### src/hdl/field_eval_pkg.sv
// shared constants, register map and carrier types for the field evaluation block
`default_nettype none
package field_eval_pkg;

    // ------------------------------------------------------------------
    // sizes
    // ------------------------------------------------------------------
    localparam int NUM_CASES = 10;
    localparam int NUM_FIELDS = 10;
    localparam int NUM_OUTS = 3;
    localparam int NUM_INS = 2;
    localparam int CNT_W = 8;

    // ------------------------------------------------------------------
    // timing
    // ------------------------------------------------------------------
    localparam int CLK_PERIOD_NS = 10;
    localparam int MS_NS = 1000000;
    localparam int MS_CYCLES = MS_NS / CLK_PERIOD_NS;
    localparam logic [13:0] MAX_DELAY_MS = 14'h2710;

    // ------------------------------------------------------------------
    // register map (word addresses on the plain register port)
    // ------------------------------------------------------------------
    localparam logic [7:0] CASE_CFG_BASE = 8'h00;
    localparam logic [7:0] CASE_TIME_BASE = 8'h10;
    localparam logic [7:0] OUT_CFG_BASE = 8'h20;
    localparam logic [7:0] STATUS_ADDR = 8'h30;
    localparam logic [7:0] SCAN_CNT_ADDR = 8'h31;
    localparam logic [31:0] UNMAPPED_VALUE = 32'h0000_0000;

    // ------------------------------------------------------------------
    // types
    // ------------------------------------------------------------------
    typedef enum logic [1:0] {STRAT_PIXEL, STRAT_BLANK, STRAT_CONTOUR, STRAT_IO_LINK} strat_t;
    typedef enum logic [1:0] {REL_NOW, REL_DELAY, REL_INPUT, REL_SPARE} rel_mode_t;

    typedef struct packed {
        logic [9:0] pad;
        logic [7:0] blank_size;
        logic [3:0] field;
        strat_t strat;
        logic [1:0] out_sel;
        logic in_en;
        logic in1_high;
        logic in2_high;
        logic negate;
        logic obs_en;
        logic enable;
    } case_cfg_t;

    typedef struct packed {
        logic [15:0] pad;
        logic [7:0] obs_resp;
        logic [7:0] resp;
    } case_time_t;

    typedef struct packed {
        logic [11:0] pad;
        logic [13:0] delay_ms;
        logic rst_in_level;
        logic rst_in_sel;
        rel_mode_t rel_mode;
        logic active_low;
        logic op_and;
    } out_cfg_t;

    // one per-field summary of a scan, delivered by the measurement front end
    typedef struct packed {
        logic second_echo;
        logic [3:0] field;
        logic [7:0] obj_run;
        logic [8:0] obj_loc;
        logic [7:0] gap_run;
        logic [8:0] gap_loc;
        logic [7:0] near_run;
        logic dazzle;
    } meas_t;

    localparam case_cfg_t CASE_CFG_RST = '0;
    localparam case_time_t CASE_TIME_RST = '0;
    localparam out_cfg_t OUT_CFG_RST = '0;
    localparam meas_t MEAS_RST = '0;

endpackage
`default_nettype wire

### src/hdl/out_release.sv
// hold and release sequencing for one switching output
`timescale 1ns/100ps
`default_nettype none
module out_release
    import field_eval_pkg::*;
(
    input wire logic clk,
    input wire logic sys_rst,
    input wire logic ms_tick,
    input wire logic raw,
    input wire rel_mode_t rel_mode,
    input wire logic [13:0] delay_ms,
    input wire logic in_match,
    output logic state
);

    typedef enum logic [1:0] {S_IDLE, S_ON, S_HOLD} rel_state_t;

    rel_state_t state_q;
    logic [13:0] cnt_q;

    always_ff @(posedge clk) begin
        if (sys_rst) begin
            state_q <= S_IDLE;
            cnt_q <= '0;
        end else begin
            case (state_q)
                S_IDLE: begin
                    if (raw) begin
                        state_q <= S_ON;
                    end
                end
                S_ON: begin
                    if (!raw) begin
                        // limitation: delay beyond the maximum is clipped, not wrapped
                        cnt_q <= (delay_ms > MAX_DELAY_MS) ? MAX_DELAY_MS : delay_ms;
                        if (rel_mode == REL_DELAY && delay_ms != '0) begin
                            state_q <= S_HOLD;
                        end else if (rel_mode == REL_INPUT) begin
                            state_q <= S_HOLD;
                        end else begin
                            state_q <= S_IDLE;
                        end
                    end
                end
                S_HOLD: begin
                    if (raw) begin
                        state_q <= S_ON;
                    end else if (rel_mode == REL_INPUT) begin
                        if (in_match) begin
                            state_q <= S_IDLE;
                        end
                    end else if (ms_tick) begin
                        if (cnt_q <= 14'h0001) begin
                            state_q <= S_IDLE;
                        end
                        cnt_q <= cnt_q - 14'h0001;
                    end
                end
                default: begin
                    state_q <= S_IDLE;
                end
            endcase
        end
    end

    assign state = (state_q != S_IDLE);

endmodule
`default_nettype wire

### src/hdl/field_eval.sv
// field evaluation cases, output operators and register port
`timescale 1ns/100ps
`default_nettype none

module field_eval
    import field_eval_pkg::*;
#(
    parameter int MS_CYCLES_P = MS_CYCLES
)
(
    input wire logic clk,
    input wire logic sys_rst,
    input wire logic [7:0] reg_addr,
    input wire logic [31:0] reg_wdata,
    input wire logic reg_we,
    input wire logic reg_re,
    output logic [31:0] reg_rdata,
    input wire logic meas_valid,
    input wire meas_t meas,
    input wire logic scan_done,
    input wire logic [NUM_INS-1:0] sw_in,
    output logic [NUM_OUTS-1:0] sw_out
);

    // ------------------------------------------------------------------
    // helpers
    // ------------------------------------------------------------------
    function automatic logic [CNT_W-1:0] sat_inc(input logic [CNT_W-1:0] v);
        sat_inc = (v == {CNT_W{1'b1}}) ? v : v + 8'h01;
    endfunction

    function automatic logic pattern_match(input case_cfg_t cfg, input logic [1:0] ins);
        pattern_match = (ins[0] == cfg.in1_high) && (ins[1] == cfg.in2_high);
    endfunction

    function automatic logic [CNT_W-1:0] at_least_one(input logic [CNT_W-1:0] v);
        at_least_one = (v == '0) ? 8'h01 : v;
    endfunction

    // ------------------------------------------------------------------
    // input synchronisers and millisecond tick
    // ------------------------------------------------------------------
    logic [NUM_INS-1:0] in_meta_q;
    logic [NUM_INS-1:0] in_q;

    always_ff @(posedge clk) begin
        if (sys_rst) begin
            in_meta_q <= '0;
            in_q <= '0;
        end else begin
            in_meta_q <= sw_in;
            in_q <= in_meta_q;
        end
    end

    logic [31:0] ms_cnt_q;
    logic ms_tick;

    always_ff @(posedge clk) begin
        if (sys_rst) begin
            ms_cnt_q <= '0;
        end else if (ms_cnt_q >= 32'(MS_CYCLES_P - 1)) begin
            ms_cnt_q <= '0;
        end else begin
            ms_cnt_q <= ms_cnt_q + 32'h0000_0001;
        end
    end

    assign ms_tick = (ms_cnt_q >= 32'(MS_CYCLES_P - 1));

    // ------------------------------------------------------------------
    // configuration registers
    // ------------------------------------------------------------------
    case_cfg_t case_cfg_q [NUM_CASES];
    case_time_t case_time_q [NUM_CASES];
    out_cfg_t out_cfg_q [NUM_OUTS];

    always_ff @(posedge clk) begin
        if (sys_rst) begin
            for (int c = 0; c < NUM_CASES; c++) begin
                case_cfg_q[c] <= CASE_CFG_RST;
                case_time_q[c] <= CASE_TIME_RST;
            end
            for (int o = 0; o < NUM_OUTS; o++) begin
                out_cfg_q[o] <= OUT_CFG_RST;
            end
        end else if (reg_we) begin
            for (int c = 0; c < NUM_CASES; c++) begin
                if (reg_addr == CASE_CFG_BASE + 8'(c)) begin
                    case_cfg_q[c] <= case_cfg_t'({10'h000, reg_wdata[21:0]});
                end
                if (reg_addr == CASE_TIME_BASE + 8'(c)) begin
                    case_time_q[c] <= case_time_t'({16'h0000, reg_wdata[15:0]});
                end
            end
            for (int o = 0; o < NUM_OUTS; o++) begin
                if (reg_addr == OUT_CFG_BASE + 8'(o)) begin
                    out_cfg_q[o] <= out_cfg_t'({12'h000, reg_wdata[19:0]});
                end
            end
        end
    end

    // ------------------------------------------------------------------
    // per-field measurement table, filled during the scan
    // ------------------------------------------------------------------
    meas_t meas_q [NUM_FIELDS];

    always_ff @(posedge clk) begin
        if (sys_rst) begin
            for (int f = 0; f < NUM_FIELDS; f++) begin
                meas_q[f] <= MEAS_RST;
            end
        end else begin
            for (int f = 0; f < NUM_FIELDS; f++) begin
                // table is consumed at scan end; a write in that cycle belongs to the next scan
                if (meas_valid && !meas.second_echo && meas.field == 4'(f)) begin
                    meas_q[f] <= meas;
                end else if (scan_done) begin
                    meas_q[f] <= MEAS_RST;
                end
            end
        end
    end

    // ------------------------------------------------------------------
    // case evaluation, all cases side by side
    // ------------------------------------------------------------------
    logic [CNT_W-1:0] persist_q [NUM_CASES];
    logic [8:0] loc_q [NUM_CASES];
    logic [CNT_W-1:0] near_q [NUM_CASES];
    logic [CNT_W-1:0] dazzle_q [NUM_CASES];
    logic [NUM_CASES-1:0] result_q;
    logic [NUM_CASES-1:0] active_q;

    logic [CNT_W-1:0] persist_d [NUM_CASES];
    logic [8:0] loc_d [NUM_CASES];
    logic [CNT_W-1:0] near_d [NUM_CASES];
    logic [CNT_W-1:0] dazzle_d [NUM_CASES];
    logic [NUM_CASES-1:0] result_d;
    logic [NUM_CASES-1:0] active_d;

    always_comb begin
        meas_t m;
        logic raw;
        logic [8:0] loc;
        logic det;
        logic obs;
        m = MEAS_RST;
        raw = 1'b0;
        loc = '0;
        det = 1'b0;
        obs = 1'b0;
        for (int c = 0; c < NUM_CASES; c++) begin
            m = (case_cfg_q[c].field < 4'(NUM_FIELDS)) ? meas_q[case_cfg_q[c].field] : MEAS_RST;
            active_d[c] = case_cfg_q[c].enable &&
                          (!case_cfg_q[c].in_en || pattern_match(case_cfg_q[c], in_q));
            case (case_cfg_q[c].strat)
                STRAT_PIXEL: begin
                    raw = (m.obj_run != '0);
                    loc = m.obj_loc;
                end
                STRAT_BLANK: begin
                    raw = (m.obj_run > case_cfg_q[c].blank_size);
                    loc = m.obj_loc;
                end
                STRAT_CONTOUR: begin
                    raw = (m.gap_run > case_cfg_q[c].blank_size);
                    loc = m.gap_loc;
                end
                default: begin
                    raw = 1'b0;
                    loc = '0;
                end
            endcase
            if (raw && persist_q[c] != '0 && loc == loc_q[c]) begin
                persist_d[c] = sat_inc(persist_q[c]);
            end else begin
                persist_d[c] = raw ? 8'h01 : 8'h00;
            end
            loc_d[c] = loc;
            det = raw && (persist_d[c] >= at_least_one(case_time_q[c].resp));
            near_d[c] = (m.near_run != '0 && m.near_run <= case_cfg_q[c].blank_size) ?
                        sat_inc(near_q[c]) : 8'h00;
            dazzle_d[c] = m.dazzle ? sat_inc(dazzle_q[c]) : 8'h00;
            obs = case_cfg_q[c].obs_en &&
                  ((near_d[c] >= at_least_one(case_time_q[c].obs_resp)) ||
                   (dazzle_d[c] > case_time_q[c].obs_resp));
            if (case_cfg_q[c].strat == STRAT_IO_LINK) begin
                // linkage follows input 1; the input pattern still gates activation
                result_d[c] = in_q[0] ^ case_cfg_q[c].negate;
            end else begin
                result_d[c] = (det || obs) ^ case_cfg_q[c].negate;
            end
        end
    end

    always_ff @(posedge clk) begin
        if (sys_rst) begin
            for (int c = 0; c < NUM_CASES; c++) begin
                persist_q[c] <= '0;
                loc_q[c] <= '0;
                near_q[c] <= '0;
                dazzle_q[c] <= '0;
            end
            result_q <= '0;
            active_q <= '0;
        end else if (scan_done) begin
            for (int c = 0; c < NUM_CASES; c++) begin
                persist_q[c] <= persist_d[c];
                loc_q[c] <= loc_d[c];
                near_q[c] <= near_d[c];
                dazzle_q[c] <= dazzle_d[c];
            end
            result_q <= result_d;
            active_q <= active_d;
        end
    end

    // ------------------------------------------------------------------
    // output operators
    // ------------------------------------------------------------------
    logic [NUM_OUTS-1:0] out_raw_d;
    logic [NUM_OUTS-1:0] out_raw_q;

    always_comb begin
        logic any_set;
        logic all_set;
        logic used;
        any_set = 1'b0;
        all_set = 1'b1;
        used = 1'b0;
        for (int o = 0; o < NUM_OUTS; o++) begin
            any_set = 1'b0;
            all_set = 1'b1;
            used = 1'b0;
            for (int c = 0; c < NUM_CASES; c++) begin
                // an inactive case is left out rather than counted as clear
                if (active_d[c] && case_cfg_q[c].out_sel == 2'(o)) begin
                    used = 1'b1;
                    any_set = any_set | result_d[c];
                    all_set = all_set & result_d[c];
                end
            end
            out_raw_d[o] = used && (out_cfg_q[o].op_and ? all_set : any_set);
        end
    end

    always_ff @(posedge clk) begin
        if (sys_rst) begin
            out_raw_q <= '0;
        end else if (scan_done) begin
            out_raw_q <= out_raw_d;
        end
    end

    // ------------------------------------------------------------------
    // release sequencing and polarity
    // ------------------------------------------------------------------
    logic [NUM_OUTS-1:0] out_state;

    for (genvar o = 0; o < NUM_OUTS; o++) begin : g_out
        out_release u_rel (
            .clk(clk),
            .sys_rst(sys_rst),
            .ms_tick(ms_tick),
            .raw(out_raw_q[o]),
            .rel_mode(out_cfg_q[o].rel_mode),
            .delay_ms(out_cfg_q[o].delay_ms),
            .in_match(in_q[out_cfg_q[o].rst_in_sel] == out_cfg_q[o].rst_in_level),
            .state(out_state[o])
        );
    end

    always_ff @(posedge clk) begin
        if (sys_rst) begin
            sw_out <= '0;
        end else begin
            for (int o = 0; o < NUM_OUTS; o++) begin
                sw_out[o] <= out_state[o] ^ out_cfg_q[o].active_low;
            end
        end
    end

    // ------------------------------------------------------------------
    // scan counter and register read port
    // ------------------------------------------------------------------
    logic [15:0] scan_cnt_q;

    always_ff @(posedge clk) begin
        if (sys_rst) begin
            scan_cnt_q <= '0;
        end else if (scan_done) begin
            scan_cnt_q <= scan_cnt_q + 16'h0001;
        end
    end

    logic [31:0] rdata_d;

    always_comb begin
        rdata_d = UNMAPPED_VALUE;
        for (int c = 0; c < NUM_CASES; c++) begin
            if (reg_addr == CASE_CFG_BASE + 8'(c)) begin
                rdata_d = 32'(case_cfg_q[c]);
            end
            if (reg_addr == CASE_TIME_BASE + 8'(c)) begin
                rdata_d = 32'(case_time_q[c]);
            end
        end
        for (int o = 0; o < NUM_OUTS; o++) begin
            if (reg_addr == OUT_CFG_BASE + 8'(o)) begin
                rdata_d = 32'(out_cfg_q[o]);
            end
        end
        if (reg_addr == STATUS_ADDR) begin
            rdata_d = {7'h00, in_q, out_state, active_q, result_q};
        end
        if (reg_addr == SCAN_CNT_ADDR) begin
            rdata_d = {16'h0000, scan_cnt_q};
        end
    end

    // data stands only in the cycle after the read strobe
    always_ff @(posedge clk) begin
        if (sys_rst) begin
            reg_rdata <= '0;
        end else if (reg_re) begin
            reg_rdata <= rdata_d;
        end else begin
            reg_rdata <= '0;
        end
    end

endmodule
`default_nettype wire

### config.mk
export PLATFORM = sky130hd
export DESIGN_NAME = field_eval
export DESIGN_NICKNAME = d
export VERILOG_FILES = /design/src/hdl/field_eval_pkg.sv /design/src/hdl/out_release.sv /design/src/hdl/field_eval.sv
export SDC_FILE = /design/constraint.sdc
export NUM_CORES = 2
export LEC_CHECK = 0
export BUFFER_PORTS_ARGS = -buffer_cell sky130_fd_sc_hd__buf_2
export CORE_ASPECT_RATIO = 1.25
export CORE_MARGIN = 3
export CORE_UTILIZATION = 28
export CTS_BUF_LIST = sky130_fd_sc_hd__clkbuf_8
export DETAILED_ROUTE_END_ITERATION = 12
export PLACE_DENSITY = 0.42
export SLEW_MARGIN = 10
export SYNTH_ARGS = -nofsm -noshare
export SYNTH_HDL_FRONTEND = slang
export SYNTH_HIERARCHICAL = 1
export SYNTH_SLANG_ARGS = --single-unit
### constraint.sdc
create_clock -name clk -period 17.44 [get_ports clk]
set_input_delay 2.616 -clock clk [delete_from_list [all_inputs] [get_ports clk]]
set_output_delay 2.616 -clock clk [all_outputs]
set_load 0.005 [all_outputs]
==> metrics.yaml <==
yosys:
  yosys.area_share.simple: 0.153
  synth_flop_cell: "edfxtp_1"
  synthArstFlopShare: 0
  synthAdderAreaFrac: 0.0601
  synth-warning-count: 6
  ys_seq_elements: 1351
  yosys-mux-area-fraction: 0.237
  mappedNetlistArea_um2: 110000
  yosysUniqueCellTypes: 108
  avgSynthCellArea_um2: 10.6
  syn_inst: 10332
  synth-compound-area-share: 0.123
  synth_edf_count: 1200
  ys_seq_area_frac: 0.355
  synthXorXnorAreaFrac: 0.0220
  synth_top_family_by_area: "multiplexers"
floorplan:
  die_h_um: 706
  io_pins: 131
  start_util: 0.282
  coreArea_um2: 390000
  std_cell_rows: 256
  die-area_um2: 400000
  die_w_um: 566
power_and_ir_drop:
  p_comb_frac: 0.228
  p_per_area_nw_per_um2: 78.0
  leakagePower_nw: 46.9
  swShare: 0.343
  ir_drop_uv: 62.3
  clock_power_share: 0.347
  totalPowerFinal_w: 0.00945
  seqPwrFrac: 0.425
  p_int_w: 0.00620
  p_switching_w: 0.00325
global_route:
  overflow: 0
  grt_start_max_net_pins: 228
  grt_pass1_vias: 92154
  grt_pass1_wl_mm: 780
  grt_antenna_before_repair: 88
  busiest_layer: "met2"
  grtUsageMet2: 0.449
  grtUsageTotal: 0.277
  met1_usage: 0.332
  grtUsageMet3: 0.0593
sta:
  tightest_slew_ps: 1380
  clock_skew_ps: 182
  relSlewSlack: 0.0714
  setup_ws_ps: 7350
  setup_tns_ps: 0
  fin_crit_ps: 10090
  max_freq_mhz: 99.1
  rsz0062_at_grt: "false"
  finalSetupViolCount: 0
  fin_crit_sh: 0.579
  hold_violations: 0
  slew_violations: 0
min_path:
  hold_class: "flip-flop to flip-flop"
cts:
  cts_tree: "built"
  cts.path.max_buffers: 4
  post_cts_buffers: 0
  cts-buffers-inserted: 244
  htreeDepth: 4
  hold_buffers: 0
  path_clk_slew_ps: 70
  clkLatencyLatePin_ps: 1120
  root_buffer: "clkbuf_8"
  cts_sinks: 1351
  cts_resized: 0
critical_path:
  start_kind: "flip-flop"
  critical_path_buf_inv_count: 3
  cp-end-kind: "flip-flop"
  path_delay_family: "compound AO/OA/AOI/OAI gates"
  worstSetupPathType: "flip-flop to flip-flop"
  crit_path_max_fanout: 48
  critPathMaxStageDelay_ps: 940
  crit_slowest_cell: "o21ai_0"
  cp_data_arrival_time_ps: 11040
  worst_ep_required_time_ps: 18390
finish:
  final_area_um2: 121000
  syn_to_final_growth_pct: 10.3
  fin_nets: 10730
  fillerInstances: 39775
  drive_gt1_frac: 0.185
drt:
  vias: 95167
  ant_nets: 0
  wl_mm: 577
  drc: 0
  wl_per_cell_um: 37.2
  vias_per_cell: 6.14
  dr.pass1.iters: 6
  drt_iter0_markers: 11233
place:
  place_area_um2: 116000
  hpwl_mm: 402
  io_buffers: 113
  gp_congestion: 0.993
  dpl_worst_slack_ps: 7410
flow_run:
  max-cap-violations: 0
status:
  status: "completed"
metrics by stage:
stage | hold slack, ps | instances | util
2_1_floorplan | 414 | 10353 | -
3_3_place_gp | 439 | 15018 | 0.298
3_5_place_dp | 449 | 15018 | 0.298
4_1_cts | 419 | 15458 | 0.310
5_1_grt | 433 | 15483 | 0.311
6_report | 454 | 15503 | 0.311
synth_stat cells (all sizes together) (175+ instances only):
library cell | instances | area, um2
edfxtp | 1200 | 36000
nor2 | 756 | 2840
mux4 | 724 | 16300
mux2i | 694 | 6950
clkbuf | 607 | 2310
ha | 528 | 6610
and2 | 519 | 3250
o21ai | 453 | 2270
and3 | 441 | 2760
nand2 | 435 | 1630
inv | 418 | 1570
buf | 300 | 1610
a21oi | 281 | 1410
nand3 | 248 | 1250
mux2 | 244 | 2750
o22ai | 239 | 1500
nor3 | 226 | 1160
a22oi | 213 | 1600
xor2 | 175 | 1530
per-layer routing:
metal  share of wire  vias up
met1            0.37    48581
met5         0.00051        -
met3           0.088     1544
li1                -    39506
met2            0.46     5492
met4           0.080       44
worst register-to-register path, cell delays in order (launching register included):
cell       delay, ps
edfxtp_1         410
buf_4            600
buf_4            680
buf_4            900
mux4_2           440
a22oi_1           80
o21ai_0          940
ha_1             420
a21o_1           180
a21o_1           170
a21oi_1          150
o21ai_0          100
o21ai_1          600
nand2_1          510
a311oi_1         480
ha_1             330
a21o_1           190
o41ai_1          330
a21oi_1          150
o31ai_1          310
o211ai_1         230
xnor2_2          810
o22ai_1          230
a2111oi_0        450
a41o_1           240
a31oi_1           40
final timing paths:
path	start	to	slack, ps	depth (start not counted)
max	case_cfg_q[0][54]	out_raw_q[0]	7350	25
min	in_meta_q[0]	in_q[0]	450	1
max reg2reg	case_cfg_q[0][54]	out_raw_q[0]	7350	25
min reg2reg	in_meta_q[0]	in_q[0]	450	1
placed cells by master (no fill, tap or decap), types with 239 or more instances in the layout:
cell type,Yosys,layout
clkbuf_8,2,254
mux2i_1,694,694
edfxtp_1,1200,1200
a21oi_1,281,280
and3_1,441,441
mux4_2,724,724
inv_1,415,469
o22ai_1,239,239
nand3_1,247,247
nand2_1,435,432
buf_4,24,289
nor2_1,756,731
and2_1,518,519
ha_1,528,528
o21ai_0,448,431
logic make-up after synthesis:
group / after synthesis
simple gates: 3209
compound gates: 1977
mux: 1662
flops: 1351
buf+inv: 1329
fa+ha+maj: 528
xor+xnor: 275
other cells: 1
cell type report:
class | instances | area (um2) | area share
diodes | 43 | 108 | 0.000888
clock buffers | 254 | 3500 | 0.0289
clock inverters | 186 | 1480 | 0.0122
inverters | 420 | 1590 | 0.0131
multi-input cells | 7673 | 65900 | 0.544
flip-flops and latches | 1351 | 39100 | 0.322
well taps | 5160 | 6460 | 0.0533
repair buffers | 416 | 3010 | 0.0248
power groups by stage:
stage | clock [W] | combinational [W] | sequential [W]
floorplan | 0 | 0.00133 | 0.00390
global route | 0.00347 | 0.00225 | 0.00403
global placement | 0 | 0.00209 | 0.00406
finish | 0.00328 | 0.00216 | 0.00401
detailed placement | 0 | 0.00211 | 0.00407
CTS | 0.00335 | 0.00212 | 0.00400
sequential cells by signal, indices dropped and copies added (netlist names), 16 cells and up:
name               cells
meas_q               430
scan_cnt_q            16
case_time_q          160
g_out.u_rel/cnt_q     42
dazzle_q              80
reg_rdata             25
persist_q             80
case_cfg_q           220
ms_cnt_q              32
out_cfg_q             60
near_q                80
loc_q                 90
Power figures use the tool's default switching activity.
